$ cat config.mk
export PLATFORM = sky130hd
export DESIGN_NAME = vidwin_top
export DESIGN_NICKNAME = d
export VERILOG_FILES = /design/src/hw/vidwin_pkg.sv /design/src/hw/vidwin_pin_sync.sv /design/src/hw/vidwin_rect.sv /design/src/hw/vidwin_top.sv
export SDC_FILE = /design/constraint.sdc
export NUM_CORES = 1
export LEC_CHECK = 0
export BUFFER_PORTS_ARGS = -buffer_cell sky130_fd_sc_hd__buf_4
export CORE_MARGIN = 10
export CORE_UTILIZATION = 30
export CTS_CLUSTER_SIZE = 16
export DETAILED_ROUTE_END_ITERATION = 10
export PLACE_DENSITY = 0.57
export SLEW_MARGIN = 0
export SYNTH_ARGS = -nofsm -noshare
export SYNTH_HDL_FRONTEND = slang
export SYNTH_HIERARCHICAL = 1
export SYNTH_SLANG_ARGS = --single-unit
$ cat constraint.sdc
create_clock -name CORE_CLK_IN -period 2.54 [get_ports CORE_CLK_IN]
set_input_delay 0.254 -clock CORE_CLK_IN [delete_from_list [all_inputs] [get_ports CORE_CLK_IN]]
set_output_delay 0.254 -clock CORE_CLK_IN [all_outputs]
set_load 0.01 [all_outputs]
$ cat src/hw/vidwin_pkg.sv
// vidwin_pkg: constants for the video active-area and sub-image window block
// Overview of operation
// - count lines, one per hsync, from the vsync edge chosen by field select.
// - count pixels in video clocks from hsync leading edge, either bus width.
// - flag as processed only pixels inside the active-area rectangle.
// - sync master/slave setting has no effect on any window decision.
// - active vertical start N makes line N+1 the first processed line.
// - active vertical end N makes line N the last processed line.
// - active horizontal start N makes pixel N+1 the first processed pixel.
// - active horizontal end N makes pixel N the last processed pixel.
// - sub-image vertical start N makes line N+1 the first window line.
// - sub-image vertical end N makes line N the last window line.
// - sub-image horizontal start N makes pixel N+1 the first window pixel.
// - sub-image horizontal end N makes pixel N the last window pixel.
// - field starts at vsync leading edge when select is 0, trailing when 1.
// - indicator output shows polarity level outside the sub-image, opposite inside; its status bit is 1 inside at either polarity.
package vidwin_pkg;
   localparam int ADDR_W = 8;
   localparam int DATA_W = 8;
   localparam int LINE_W = 16;
   localparam int PIX_W = 10;
   localparam int HIGH_PIX_BITS = 2;
   // register offsets
   localparam logic [7:0] VIDEO_CONTROL_OFS = 8'h30;
   localparam logic [7:0] VIDEO_POLARITY_OFS = 8'h31;
   localparam logic [7:0] ACTIVE_VERT_START_HIGH_OFS = 8'h42;
   localparam logic [7:0] ACTIVE_VERT_START_LOW_OFS = 8'h43;
   localparam logic [7:0] ACTIVE_VERT_END_HIGH_OFS = 8'h44;
   localparam logic [7:0] ACTIVE_VERT_END_LOW_OFS = 8'h45;
   localparam logic [7:0] ACTIVE_HORIZ_START_HIGH_OFS = 8'h46;
   localparam logic [7:0] ACTIVE_HORIZ_START_LOW_OFS = 8'h47;
   localparam logic [7:0] ACTIVE_HORIZ_END_HIGH_OFS = 8'h48;
   localparam logic [7:0] ACTIVE_HORIZ_END_LOW_OFS = 8'h49;
   localparam logic [7:0] WINDOW_VERT_START_HIGH_OFS = 8'h4A;
   localparam logic [7:0] WINDOW_VERT_START_LOW_OFS = 8'h4B;
   localparam logic [7:0] WINDOW_VERT_END_HIGH_OFS = 8'h4C;
   localparam logic [7:0] WINDOW_VERT_END_LOW_OFS = 8'h4D;
   localparam logic [7:0] WINDOW_HORIZ_START_HIGH_OFS = 8'h4E;
   localparam logic [7:0] WINDOW_HORIZ_START_LOW_OFS = 8'h4F;
   localparam logic [7:0] WINDOW_HORIZ_END_HIGH_OFS = 8'h50;
   localparam logic [7:0] WINDOW_HORIZ_END_LOW_OFS = 8'h51;
   localparam logic [7:0] WINDOW_STATUS_OFS = 8'h52;
   localparam int WIN_REG_COUNT = 16;
   // field positions
   localparam int SYNC_MASTER_BIT = 0;
   localparam int FIELD_EDGE_BIT = 2;
   localparam int VSYNC_POL_BIT = 0;
   localparam int HSYNC_POL_BIT = 1;
   localparam int SUBIMAGE_INDICATOR_POL_BIT = 4;
   localparam int STAT_ACTIVE_BIT = 0;
   localparam int STAT_SUBIMAGE_INDICATOR_BIT = 1;
   localparam int STAT_VSYNC_BIT = 2;
   localparam int STAT_HSYNC_BIT = 3;
   // reset values
   localparam logic [7:0] CONTROL_RESET = 8'h00;
   localparam logic [7:0] POLARITY_RESET = 8'h00;
   localparam logic [7:0] WINDOW_RESET = 8'h00;
   localparam logic [7:0] UNMAPPED_READ = 8'h00;
   localparam logic [7:0] CONTROL_MASK = 8'h0F;
endpackage : vidwin_pkg

$ cat src/hw/vidwin_pin_sync.sv
// vidwin_pin_sync: three-stage pin synchroniser with agreement filter
`timescale 1ns/1ps
`default_nettype none
module vidwin_pin_sync #(
   parameter int WIDTH = 1
) (
   // clock, reset, enable
   input wire logic clk_in,
   input wire logic rst_in,
   input wire logic clk_en_in,
   // pins and filtered levels
   input wire logic [WIDTH-1:0] pin_in,
   output logic [WIDTH-1:0] level_out
);
   logic [WIDTH-1:0] s1_reg, s2_reg, s3_reg, lvl_reg, lvl_next;

   always_comb begin
      lvl_next = lvl_reg;
      for (int i = 0; i < WIDTH; i++) begin
         // stage one is never looked at here, only stages two and three
         if (s2_reg[i] == s3_reg[i]) begin
            lvl_next[i] = s3_reg[i];
         end
      end
   end

   always_ff @(posedge clk_in) begin
      if (rst_in) begin
         s1_reg <= '0;
         s2_reg <= '0;
         s3_reg <= '0;
         lvl_reg <= '0;
      end else if (clk_en_in) begin
         s1_reg <= pin_in;
         s2_reg <= s1_reg;
         s3_reg <= s2_reg;
         lvl_reg <= lvl_next;
      end
   end

   assign level_out = lvl_reg;
endmodule : vidwin_pin_sync
`default_nettype wire

$ cat src/hw/vidwin_rect.sv
// vidwin_rect: inside test of a line/pixel pair against one rectangle
`timescale 1ns/1ps
`default_nettype none
module vidwin_rect #(
   parameter int LW = 16,
   parameter int PW = 10
) (
   // counters
   input wire logic [LW-1:0] line_in,
   input wire logic [PW-1:0] pix_in,
   // limits
   input wire logic [LW-1:0] first_line_in,
   input wire logic [LW-1:0] last_line_in,
   input wire logic [PW-1:0] first_pix_in,
   input wire logic [PW-1:0] last_pix_in,
   // result
   output logic inside_out
);
   logic v_ok, h_ok;
   // start N means N+1 is first; end N means N is last
   assign v_ok = (line_in > first_line_in) && (line_in <= last_line_in);
   assign h_ok = (pix_in > first_pix_in) && (pix_in <= last_pix_in);
   assign inside_out = v_ok && h_ok;
endmodule : vidwin_rect
`default_nettype wire

$ cat src/hw/vidwin_top.sv
// vidwin_top: active-area and sub-image window timing for the pixel port
//
// The plain strobed port was decided locally.
`timescale 1ns/1ps
`default_nettype none
module vidwin_top
   import vidwin_pkg::*;
(
   // core clock, reset, enable
   input wire logic CORE_CLK_IN,
   input wire logic RST_IN,
   input wire logic CLK_EN_IN,
   // register port
   input wire logic [ADDR_W-1:0] REG_ADDR_IN,
   input wire logic [DATA_W-1:0] REG_WDATA_IN,
   input wire logic REG_WR_IN,
   input wire logic REG_RD_IN,
   output logic [DATA_W-1:0] REG_RDATA_OUT,
   // video link pins
   input wire logic VIDEO_PIXEL_CLOCK_IN,
   input wire logic HSYNC_IN,
   input wire logic VSYNC_IN,
   // window outputs
   output logic ACTIVE_PIXEL_OUT,
   output logic SUBIMAGE_INDICATOR_OUT,
   output logic PIXEL_STROBE_OUT
);

   ////////////////////////////////////////////////////////////////////////
   // pin synchronisers

   logic [2:0] pins_lvl;
   logic video_pixel_clock_lvl, hs_lvl, vs_lvl;

   vidwin_pin_sync #(
      .WIDTH(3)
   ) u_pins (
      .clk_in(CORE_CLK_IN),
      .rst_in(RST_IN),
      .clk_en_in(CLK_EN_IN),
      .pin_in({VSYNC_IN, HSYNC_IN, VIDEO_PIXEL_CLOCK_IN}),
      .level_out(pins_lvl)
   );

   assign video_pixel_clock_lvl = pins_lvl[0];
   assign hs_lvl = pins_lvl[1];
   assign vs_lvl = pins_lvl[2];

   ////////////////////////////////////////////////////////////////////////
   // register file

   logic [DATA_W-1:0] win_reg [WIN_REG_COUNT];
   logic [DATA_W-1:0] win_next [WIN_REG_COUNT];
   logic [DATA_W-1:0] control_reg, control_next;
   logic [DATA_W-1:0] polarity_reg, polarity_next;
   logic [DATA_W-1:0] rdata_reg, rdata_next;
   logic [DATA_W-1:0] status_byte;
   logic win_hit;
   logic [ADDR_W-1:0] win_idx_full;
   logic [3:0] win_idx;

   assign win_idx_full = REG_ADDR_IN - ACTIVE_VERT_START_HIGH_OFS;
   assign win_idx = win_idx_full[3:0];
   assign win_hit = (REG_ADDR_IN >= ACTIVE_VERT_START_HIGH_OFS) &&
                    (REG_ADDR_IN <= WINDOW_HORIZ_END_LOW_OFS);

   always_comb begin
      control_next = control_reg;
      polarity_next = polarity_reg;
      for (int i = 0; i < WIN_REG_COUNT; i++) begin
         win_next[i] = win_reg[i];
      end
      if (REG_WR_IN) begin
         if (REG_ADDR_IN == VIDEO_CONTROL_OFS) begin
            control_next = REG_WDATA_IN & CONTROL_MASK;
         end else if (REG_ADDR_IN == VIDEO_POLARITY_OFS) begin
            polarity_next = REG_WDATA_IN;
         end else if (win_hit) begin
            win_next[win_idx] = REG_WDATA_IN;
         end
      end
   end

   always_comb begin
      rdata_next = UNMAPPED_READ;
      if (REG_RD_IN) begin
         if (REG_ADDR_IN == VIDEO_CONTROL_OFS) begin
            rdata_next = control_reg;
         end else if (REG_ADDR_IN == VIDEO_POLARITY_OFS) begin
            rdata_next = polarity_reg;
         end else if (win_hit) begin
            rdata_next = win_reg[win_idx];
         end else if (REG_ADDR_IN == WINDOW_STATUS_OFS) begin
            rdata_next = status_byte;
         end
      end
   end

   always_ff @(posedge CORE_CLK_IN) begin
      if (RST_IN) begin
         control_reg <= CONTROL_RESET;
         polarity_reg <= POLARITY_RESET;
         rdata_reg <= UNMAPPED_READ;
         for (int i = 0; i < WIN_REG_COUNT; i++) begin
            win_reg[i] <= WINDOW_RESET;
         end
      end else if (CLK_EN_IN) begin
         control_reg <= control_next;
         polarity_reg <= polarity_next;
         rdata_reg <= rdata_next;
         for (int i = 0; i < WIN_REG_COUNT; i++) begin
            win_reg[i] <= win_next[i];
         end
      end
   end

   assign REG_RDATA_OUT = rdata_reg;

   ////////////////////////////////////////////////////////////////////////
   // window limits, joined from byte pairs

   localparam int IVSH = 0;
   localparam int IVEH = 2;
   localparam int IHSH = 4;
   localparam int IHEH = 6;
   localparam int SUB = 8;

   logic [LINE_W-1:0] act_first_line, act_last_line;
   logic [LINE_W-1:0] sub_first_line, sub_last_line;
   logic [PIX_W-1:0] act_first_pix, act_last_pix;
   logic [PIX_W-1:0] sub_first_pix, sub_last_pix;

   // horizontal high bytes keep only their two low bits
   assign act_first_line = {win_reg[IVSH], win_reg[IVSH+1]};
   assign act_last_line = {win_reg[IVEH], win_reg[IVEH+1]};
   assign act_first_pix = {win_reg[IHSH][HIGH_PIX_BITS-1:0],
                           win_reg[IHSH+1]};
   assign act_last_pix = {win_reg[IHEH][HIGH_PIX_BITS-1:0],
                          win_reg[IHEH+1]};
   assign sub_first_line = {win_reg[SUB+IVSH], win_reg[SUB+IVSH+1]};
   assign sub_last_line = {win_reg[SUB+IVEH], win_reg[SUB+IVEH+1]};
   assign sub_first_pix = {win_reg[SUB+IHSH][HIGH_PIX_BITS-1:0],
                           win_reg[SUB+IHSH+1]};
   assign sub_last_pix = {win_reg[SUB+IHEH][HIGH_PIX_BITS-1:0],
                          win_reg[SUB+IHEH+1]};

   ////////////////////////////////////////////////////////////////////////
   // line and pixel counters on the sampled video clock

   logic field_edge_sel, subimage_indicator_pol, hs_pol, vs_pol;
   logic video_pixel_clock_prev_reg, video_pixel_clock_prev_next;
   logic hs_prev_reg, hs_prev_next;
   logic vs_prev_reg, vs_prev_next;
   logic [LINE_W-1:0] line_reg, line_next;
   logic [PIX_W-1:0] pix_reg, pix_next;
   logic video_pixel_clock_rise, hs_act, vs_act, hs_lead, vs_lead, vs_trail, field_start;

   // the master/slave bit is stored for software only, never read here
   assign field_edge_sel = control_reg[FIELD_EDGE_BIT];
   assign subimage_indicator_pol = polarity_reg[SUBIMAGE_INDICATOR_POL_BIT];
   assign hs_pol = polarity_reg[HSYNC_POL_BIT];
   assign vs_pol = polarity_reg[VSYNC_POL_BIT];

   // one pixel per video clock, regardless of bus width
   assign video_pixel_clock_rise = video_pixel_clock_lvl && !video_pixel_clock_prev_reg;
   assign hs_act = (hs_lvl == hs_pol);
   assign vs_act = (vs_lvl == vs_pol);
   assign hs_lead = hs_act && !hs_prev_reg;
   assign vs_lead = vs_act && !vs_prev_reg;
   assign vs_trail = !vs_act && vs_prev_reg;
   assign field_start = field_edge_sel ? vs_trail : vs_lead;

   always_comb begin
      video_pixel_clock_prev_next = video_pixel_clock_lvl;
      hs_prev_next = hs_prev_reg;
      vs_prev_next = vs_prev_reg;
      line_next = line_reg;
      pix_next = pix_reg;
      if (video_pixel_clock_rise) begin
         hs_prev_next = hs_act;
         vs_prev_next = vs_act;
         if (hs_lead) begin
            pix_next = '0;
         end else if (pix_reg != {PIX_W{1'b1}}) begin
            // saturates so that a missing hsync cannot wrap into a window
            pix_next = pix_reg + 1'b1;
         end
         if (field_start) begin
            line_next = '0;
         end else if (hs_lead && (line_reg != {LINE_W{1'b1}})) begin
            line_next = line_reg + 1'b1;
         end
      end
   end

   always_ff @(posedge CORE_CLK_IN) begin
      if (RST_IN) begin
         video_pixel_clock_prev_reg <= 1'b0;
         hs_prev_reg <= 1'b0;
         vs_prev_reg <= 1'b0;
         line_reg <= '0;
         pix_reg <= '0;
      end else if (CLK_EN_IN) begin
         video_pixel_clock_prev_reg <= video_pixel_clock_prev_next;
         hs_prev_reg <= hs_prev_next;
         vs_prev_reg <= vs_prev_next;
         line_reg <= line_next;
         pix_reg <= pix_next;
      end
   end

   ////////////////////////////////////////////////////////////////////////
   // window comparison and outputs

   logic act_inside, sub_inside;
   logic active_reg, active_next;
   logic subind_reg, subind_next;
   logic strobe_reg, strobe_next;
   logic sub_state_reg, sub_state_next;

   // start N: first is N+1, end N: last is N
   vidwin_rect #(
      .LW(LINE_W),
      .PW(PIX_W)
   ) u_active (
      .line_in(line_reg),
      .pix_in(pix_reg),
      .first_line_in(act_first_line),
      .last_line_in(act_last_line),
      .first_pix_in(act_first_pix),
      .last_pix_in(act_last_pix),
      .inside_out(act_inside)
   );

   // same limits scheme for the sub-image
   vidwin_rect #(
      .LW(LINE_W),
      .PW(PIX_W)
   ) u_subimage (
      .line_in(line_reg),
      .pix_in(pix_reg),
      .first_line_in(sub_first_line),
      .last_line_in(sub_last_line),
      .first_pix_in(sub_first_pix),
      .last_pix_in(sub_last_pix),
      .inside_out(sub_inside)
   );

   // decisions follow the counters one core cycle after each pixel edge
   always_comb begin
      active_next = act_inside;
      sub_state_next = sub_inside;
      subind_next = sub_inside ^ subimage_indicator_pol;
      strobe_next = video_pixel_clock_rise;
   end

   always_ff @(posedge CORE_CLK_IN) begin
      if (RST_IN) begin
         active_reg <= 1'b0;
         sub_state_reg <= 1'b0;
         subind_reg <= 1'b0;
         strobe_reg <= 1'b0;
      end else if (CLK_EN_IN) begin
         active_reg <= active_next;
         sub_state_reg <= sub_state_next;
         subind_reg <= subind_next;
         strobe_reg <= strobe_next;
      end
   end

   assign ACTIVE_PIXEL_OUT = active_reg;
   assign SUBIMAGE_INDICATOR_OUT = subind_reg;
   assign PIXEL_STROBE_OUT = strobe_reg;

   always_comb begin
      status_byte = 8'h00;
      status_byte[STAT_ACTIVE_BIT] = active_reg;
      status_byte[STAT_SUBIMAGE_INDICATOR_BIT] = sub_state_reg;
      status_byte[STAT_VSYNC_BIT] = vs_act;
      status_byte[STAT_HSYNC_BIT] = hs_act;
   end

endmodule : vidwin_top
`default_nettype wire

# After elaboration in Yosys (flattened, before gate mapping)
# Memory sizes are Yosys's and may differ from the RTL's.
# Index checks and enable logic that the tools add are counted.
dict set report op_classes {
  eq_ne 10
  shift 0
  bitwise_logic 19
  div_mod_pow 0
  n_reduce_logical 27
  add_sub_neg 3
  multipliers 0
  muxes 38
  magnitude_cmp 12
}
# operator count
set ops {}
lappend ops {{$mux W128} 4}
lappend ops {{$mux W8} 21}
lappend ops {{$bwmux W128} 1}
lappend ops {{$demux W8 S4} 1}
lappend ops {{$gt A16 B16 Y1} 2}
lappend ops {{$le A16 B16 Y1} 2}
lappend ops {{$mux W16} 2}
lappend ops {{$gt A10 B10 Y1} 2}
lappend ops {{$le A10 B10 Y1} 2}
lappend ops {{$mux W10} 2}
lappend ops {{$add A16 B1 Y16 const B} 1}
lappend ops {{$eq A8 B6 Y1 const B} 2}
lappend ops {{$ne A16 B16 Y1 const B} 1}
lappend ops {{$or A1 B1 Y1} 16}
lappend ops {{$logic_and A1 B1 Y1} 13}
lappend ops {{$add A10 B1 Y10 const B} 1}
lappend ops {{$ne A10 B10 Y1 const B} 1}
lappend ops {{$reduce_and A3 Y1} 3}
lappend ops {{$eq A8 B7 Y1 const B} 1}
lappend ops {{$ge A8 B7 Y1 const B} 1}
lappend ops {{$le A8 B7 Y1 const B} 1}
lappend ops {{$reduce_and A2 Y1} 4}
lappend ops {{$mux W1} 6}
lappend ops {{$eq A1 B1 Y1} 5}
lappend ops {{other kinds (10)} 14}
dict set report totals {
  in_bits 24
  ram_bits 128
  register_bits 65
  word_cells 128
  latch_bits 0
  rom_bits 0
  mem_count 1
  out_inout_bits 11
}
# name words width rd rd_ports_with_merged_regs write_ports line_no
set mem_list {}
lappend mem_list {win_reg 16 8 17 0 16 vidwin_top.sv:52} ;# logic [DATA_W-1:0] win_reg [WIN_REG_COUNT];

# Longest topological paths before layout
dict set report depth {
  depth_word 12
  mapped_depth 12
}

# Cells and area by module
# Netlist, hierarchy kept.
# mod cells_each n_inst seq_area_each_um2 area_each_um2
set modules_own_cells {}
lappend modules_own_cells {vidwin_top 858 1 4904.7 9609.2}
lappend modules_own_cells {vidwin_rect 181 2 0.0 1320.0}
lappend modules_own_cells {vidwin_pin_sync 48 1 240.2 526.8}

# Least setup slack after synthesis
# No wires, ideal clock.
dict set report synth_path {
  kind {input to register}
  start {input port REG_ADDR_IN[7]}
  end {memory win_reg[0][0] (enable)}
  setup_ps 409
  path_buffers 0
  required_time_ps 2131
  arrival_time_ps 2229
  cell_stages 3
  path_slack_ps -98
  cell_sequence {or3b_1 nor3_1 a31o_2}
}
# item line_no
set synth_rtl {}
lappend synth_rtl {{start: declaration} vidwin_top.sv:14} ;# input wire logic [ADDR_W-1:0] REG_ADDR_IN,
lappend synth_rtl {{end: declaration} vidwin_top.sv:52}

# Final worst setup path
dict set report layout_path {
  start {register pix_reg[9]}
  end {register active_reg (netlist: ACTIVE_PIXEL_OUT)}
}
dict set report layout_between {
  elab_chain_len 3
}
# item line_no
set layout_rtl {}
lappend layout_rtl {{start: declaration} vidwin_top.sv:155} ;# logic [PIX_W-1:0] pix_reg, pix_next;
lappend layout_rtl {{start signal: assignment} vidwin_top.sv:208} ;# pix_reg <= pix_next;
lappend layout_rtl {{$gt A10 B10 Y1 / $le A10 B10 Y1 (equally long branches)} vidwin_rect.sv:22} ;# assign h_ok = (pix_in > first_pix_in) && (pix_in <= last_pix_in);
lappend layout_rtl {{$logic_and A1 B1 Y1 *} vidwin_rect.sv:22}
lappend layout_rtl {{$logic_and A1 B1 Y1 *} vidwin_rect.sv:23} ;# assign inside_out = v_ok && h_ok;
lappend layout_rtl {{named net act_inside} vidwin_top.sv:215} ;# logic act_inside, sub_inside;
lappend layout_rtl {{end signal: assignment} vidwin_top.sv:264} ;# active_reg <= active_next;
lappend layout_rtl {{end: declaration} vidwin_top.sv:216} ;# logic active_reg, active_next;
# The timed path passes the listed nets; every way through them passes the cells marked *.
# A chain may end at the register's enable or synchronous reset.

==> results_dict.tcl <==
set metrics [dict create \
    synthesis.nets 1399 \
    synthesis.area_mm2 0.0128 \
    crit_fanout 5 \
    r2r_slack_ps 70 \
    via_count 10016 \
    grt_pass1_vias 9881 \
    hold_buffers 0 \
    setup_violations 0 \
    comb_power_share 0.137 \
    cts_buffers 17 \
    dp_cells 1842 \
    track_usage 0.150 \
    synthCells 1268 \
    syn_area_per_cell_um2 10.1 \
    totalWireLength_um 38100 \
    outcome "completed" \
    grt_antenna_before_repair 0 \
    clock_latency_ps 450 \
    grt_pass1_wl_um 59100 \
    path_class "reg -> reg" \
    seq_power_share 0.484 \
    synthArstFlopShare 0 \
    drive_gt1_frac 0.169 \
    clock.fmax_mhz 404 \
    fin_crit_ps 2470 \
    largest_register_ffs 128 \
    worstPathArrival_ps 2800 \
    core_area_mm2 0.0420 \
    grt_overflow 0 \
    p_leak_nw 6.01 \
    regToRegStartpoint "pix_reg[9]$_SDFFE_PP0P_" \
    area_growth_pct 14.8 \
    p_int_mw 5.25 \
    synth_edf_count 128 \
    portBuffers 34 \
    hpwl_um 27900 \
    hold_class "in -> reg" \
    required_ps 2860 \
    clkSinkCount 193 \
    ys_ff_latch 193 \
    path_clk_slew_ps 90 \
    rsz0062_at_grt "yes" \
    finalNonFillerCells 1875 \
    rows 75 \
    drc 0 \
    place_congestion 0.899 \
    io_pins 35 \
    maxCapViolCount 0 \
    switching_power_mw 2.22 \
    routedWlPerCell_um 20.3 \
    antenna_left 0 \
    worst_pin_slew_ps 896 \
    start_util 0.304 \
    dpl-instance-area_mm2 0.0140 \
    power_density_mw_per_mm2 509 \
    synth_largest_area_cell "edfxtp_1" \
    cts_buffer_depth 2 \
    synth_flop_cell "edfxtp_1" \
    slew_headroom 0.400 \
    min_path_cells 3 \
    clockPowerShare 0.379 \
    maxSlewViolCount 0 \
    dieWidth_um 226 \
    fillers 4212 \
    finClkSkew_ps 15.2 \
    critPathCaptureType "flip-flop" \
    irDropWorstVdd_uv 403 \
    sw_frac_of_total 0.297 \
    netlist_top_cells_area "edfxtp_1 30%, ha_1 10%, dfxtp_1 10%" \
    die-area_mm2 0.0512 \
    finalCritPeriodShare 0.974 \
    synthTopCellsByCount "144 x nor2_1, 128 x edfxtp_1, 121 x mux2i_1" \
    hold_viol_final 0 \
    hold_path_end "u_pins/s1_reg[0]$_SDFFE_PP0P_" \
    first_iter_violations 1026 \
    cts-root-buf "clkbuf_16" \
    fin_nets 1454 \
    design_area_mm2 0.0147 \
    cts_tree "built" \
    rr_endpoint "ACTIVE_PIXEL_OUT$_SDFFE_PP0P_" \
    firstDrtPassIters 5 \
    r2r_cells 10 \
    synth_top_area_share 0.301 \
    ys.warnings.count 6 \
    routed_via_density 5.34 \
    grt_max_degree 81 \
    synth.most_common_cell "nor2_1" \
    yosysSeqAreaShare 0.403 \
    htreeDepth 4 \
    diodes 0 \
    dieHeight_um 226 \
    min_from "VIDEO_PIXEL_CLOCK_IN" \
    ys_types 78 \
    start_kind "flip-flop" \
]
-- cell type report --
type	count	area, um^2	share of cell area
clock buffer	17	425	0.0290
multi-input combinational	893	6920	0.471
sequential	193	5150	0.351
inverter	115	432	0.0294
timing repair buffer	103	886	0.0604
clock inverter	15	188	0.0128
tap	539	674	0.0460
-- power by group through the flow --
stage               sequential [mW]  combinational, mW  clock, mW
floorplan                      3.63              0.681          0
detailed placement             3.69               1.01          0
global route                   3.63               1.12       2.99
CTS                            3.62               1.02       2.88
global placement               3.68               1.00          0
finish                         3.62               1.03       2.83
-- what timing repair did --
| action | CTS | global route |
|---|---|---|
| setup buffers | 0 | 1 |
| resized for setup | 2 | 12 |
| gates cloned | 0 | 0 |
| pin swaps | 0 | 1 |
| setup endpoints to repair | 1 | 2 |
-- cells in the final DEF, fill, tap and decap left out, drive strengths merged, types with 7 or more instances in the layout --
cell type  count
nor2         153
edfxtp       128
inv          123
mux2i        122
ha           107
buf          103
a21oi         99
nand2         84
nand3         71
dfxtp         65
mux4          32
nand4         28
o21ai         22
clkbuf        17
xor2          15
a21o          13
nor2b         12
a22oi         12
nand2b        10
and2          10
a211oi        10
nor3           9
and3           8
clkinv         7
-- cells by family after synthesis --
kind of cell    count (synthesis)  synth area share
simple gates                  413             0.161
compound gates                197             0.103
flops                         193             0.403
buf+inv                       182            0.0593
mux                           155             0.154
fa+ha+maj                     107             0.105
xor+xnor                       21            0.0150
-- metrics by stage --
step / setup slack, ps / setup TNS (ps) / hold WS, ps / utilization / power (mW)
floorplan: 172 / 0 / 370 / - / 4.32
global placement: -44.9 / -44.9 / 465 / 0.333 / 4.68
detailed placement: -70.9 / -70.9 / 468 / 0.333 / 4.70
CTS: 10.4 / 0 / 27.7 / 0.348 / 7.52
global route: -23.9 / -23.9 / 48.1 / 0.349 / 7.74
finish: 65.5 / 0 / 45.7 / 0.349 / 7.48
-- metal layers --
layer,vias up,GRT usage,share of wire
met3,58,0.0249,0.061
met5,-,0,0
li1,4711,-,-
met2,363,0.239,0.46
met1,4884,0.201,0.45
met4,0,0.0535,0.028
-- worst max path at each step --
stage | startpoint | to | cells past startpoint
finish | pix_reg[9]$_SDFFE_PP0P_ | ACTIVE_PIXEL_OUT$_SDFFE_PP0P_ | 10
floorplan | REG_ADDR_IN[1] | win_reg[1][7]$_SDFFCE_PN0P_ | 11
global route | win_reg[14][1]$_SDFFCE_PP0P_ | SUBIMAGE_INDICATOR_OUT$_SDFFE_PP0P_ | 11
CTS | pix_reg[7]$_SDFFE_PP0P_ | SUBIMAGE_INDICATOR_OUT$_SDFFE_PP0P_ | 9
detailed placement | win_reg[12][1]$_SDFFCE_PP0P_ | SUBIMAGE_INDICATOR_OUT$_SDFFE_PP0P_ | 10
global placement | win_reg[12][1]$_SDFFCE_PP0P_ | SUBIMAGE_INDICATOR_OUT$_SDFFE_PP0P_ | 10
-- critical path, cell delays in order (launching register included) --
cell	delay, ps
dfxtp_2	370
buf_4	150
ha_1	320
a21oi_1	150
o21ai_0	180
nor4b_1	570
a2111oi_2	110
buf_4	180
o2111a_1	120
mux2i_1	140
nor2_1	50
No activity file was read; power rests on OpenSTA's default activity.
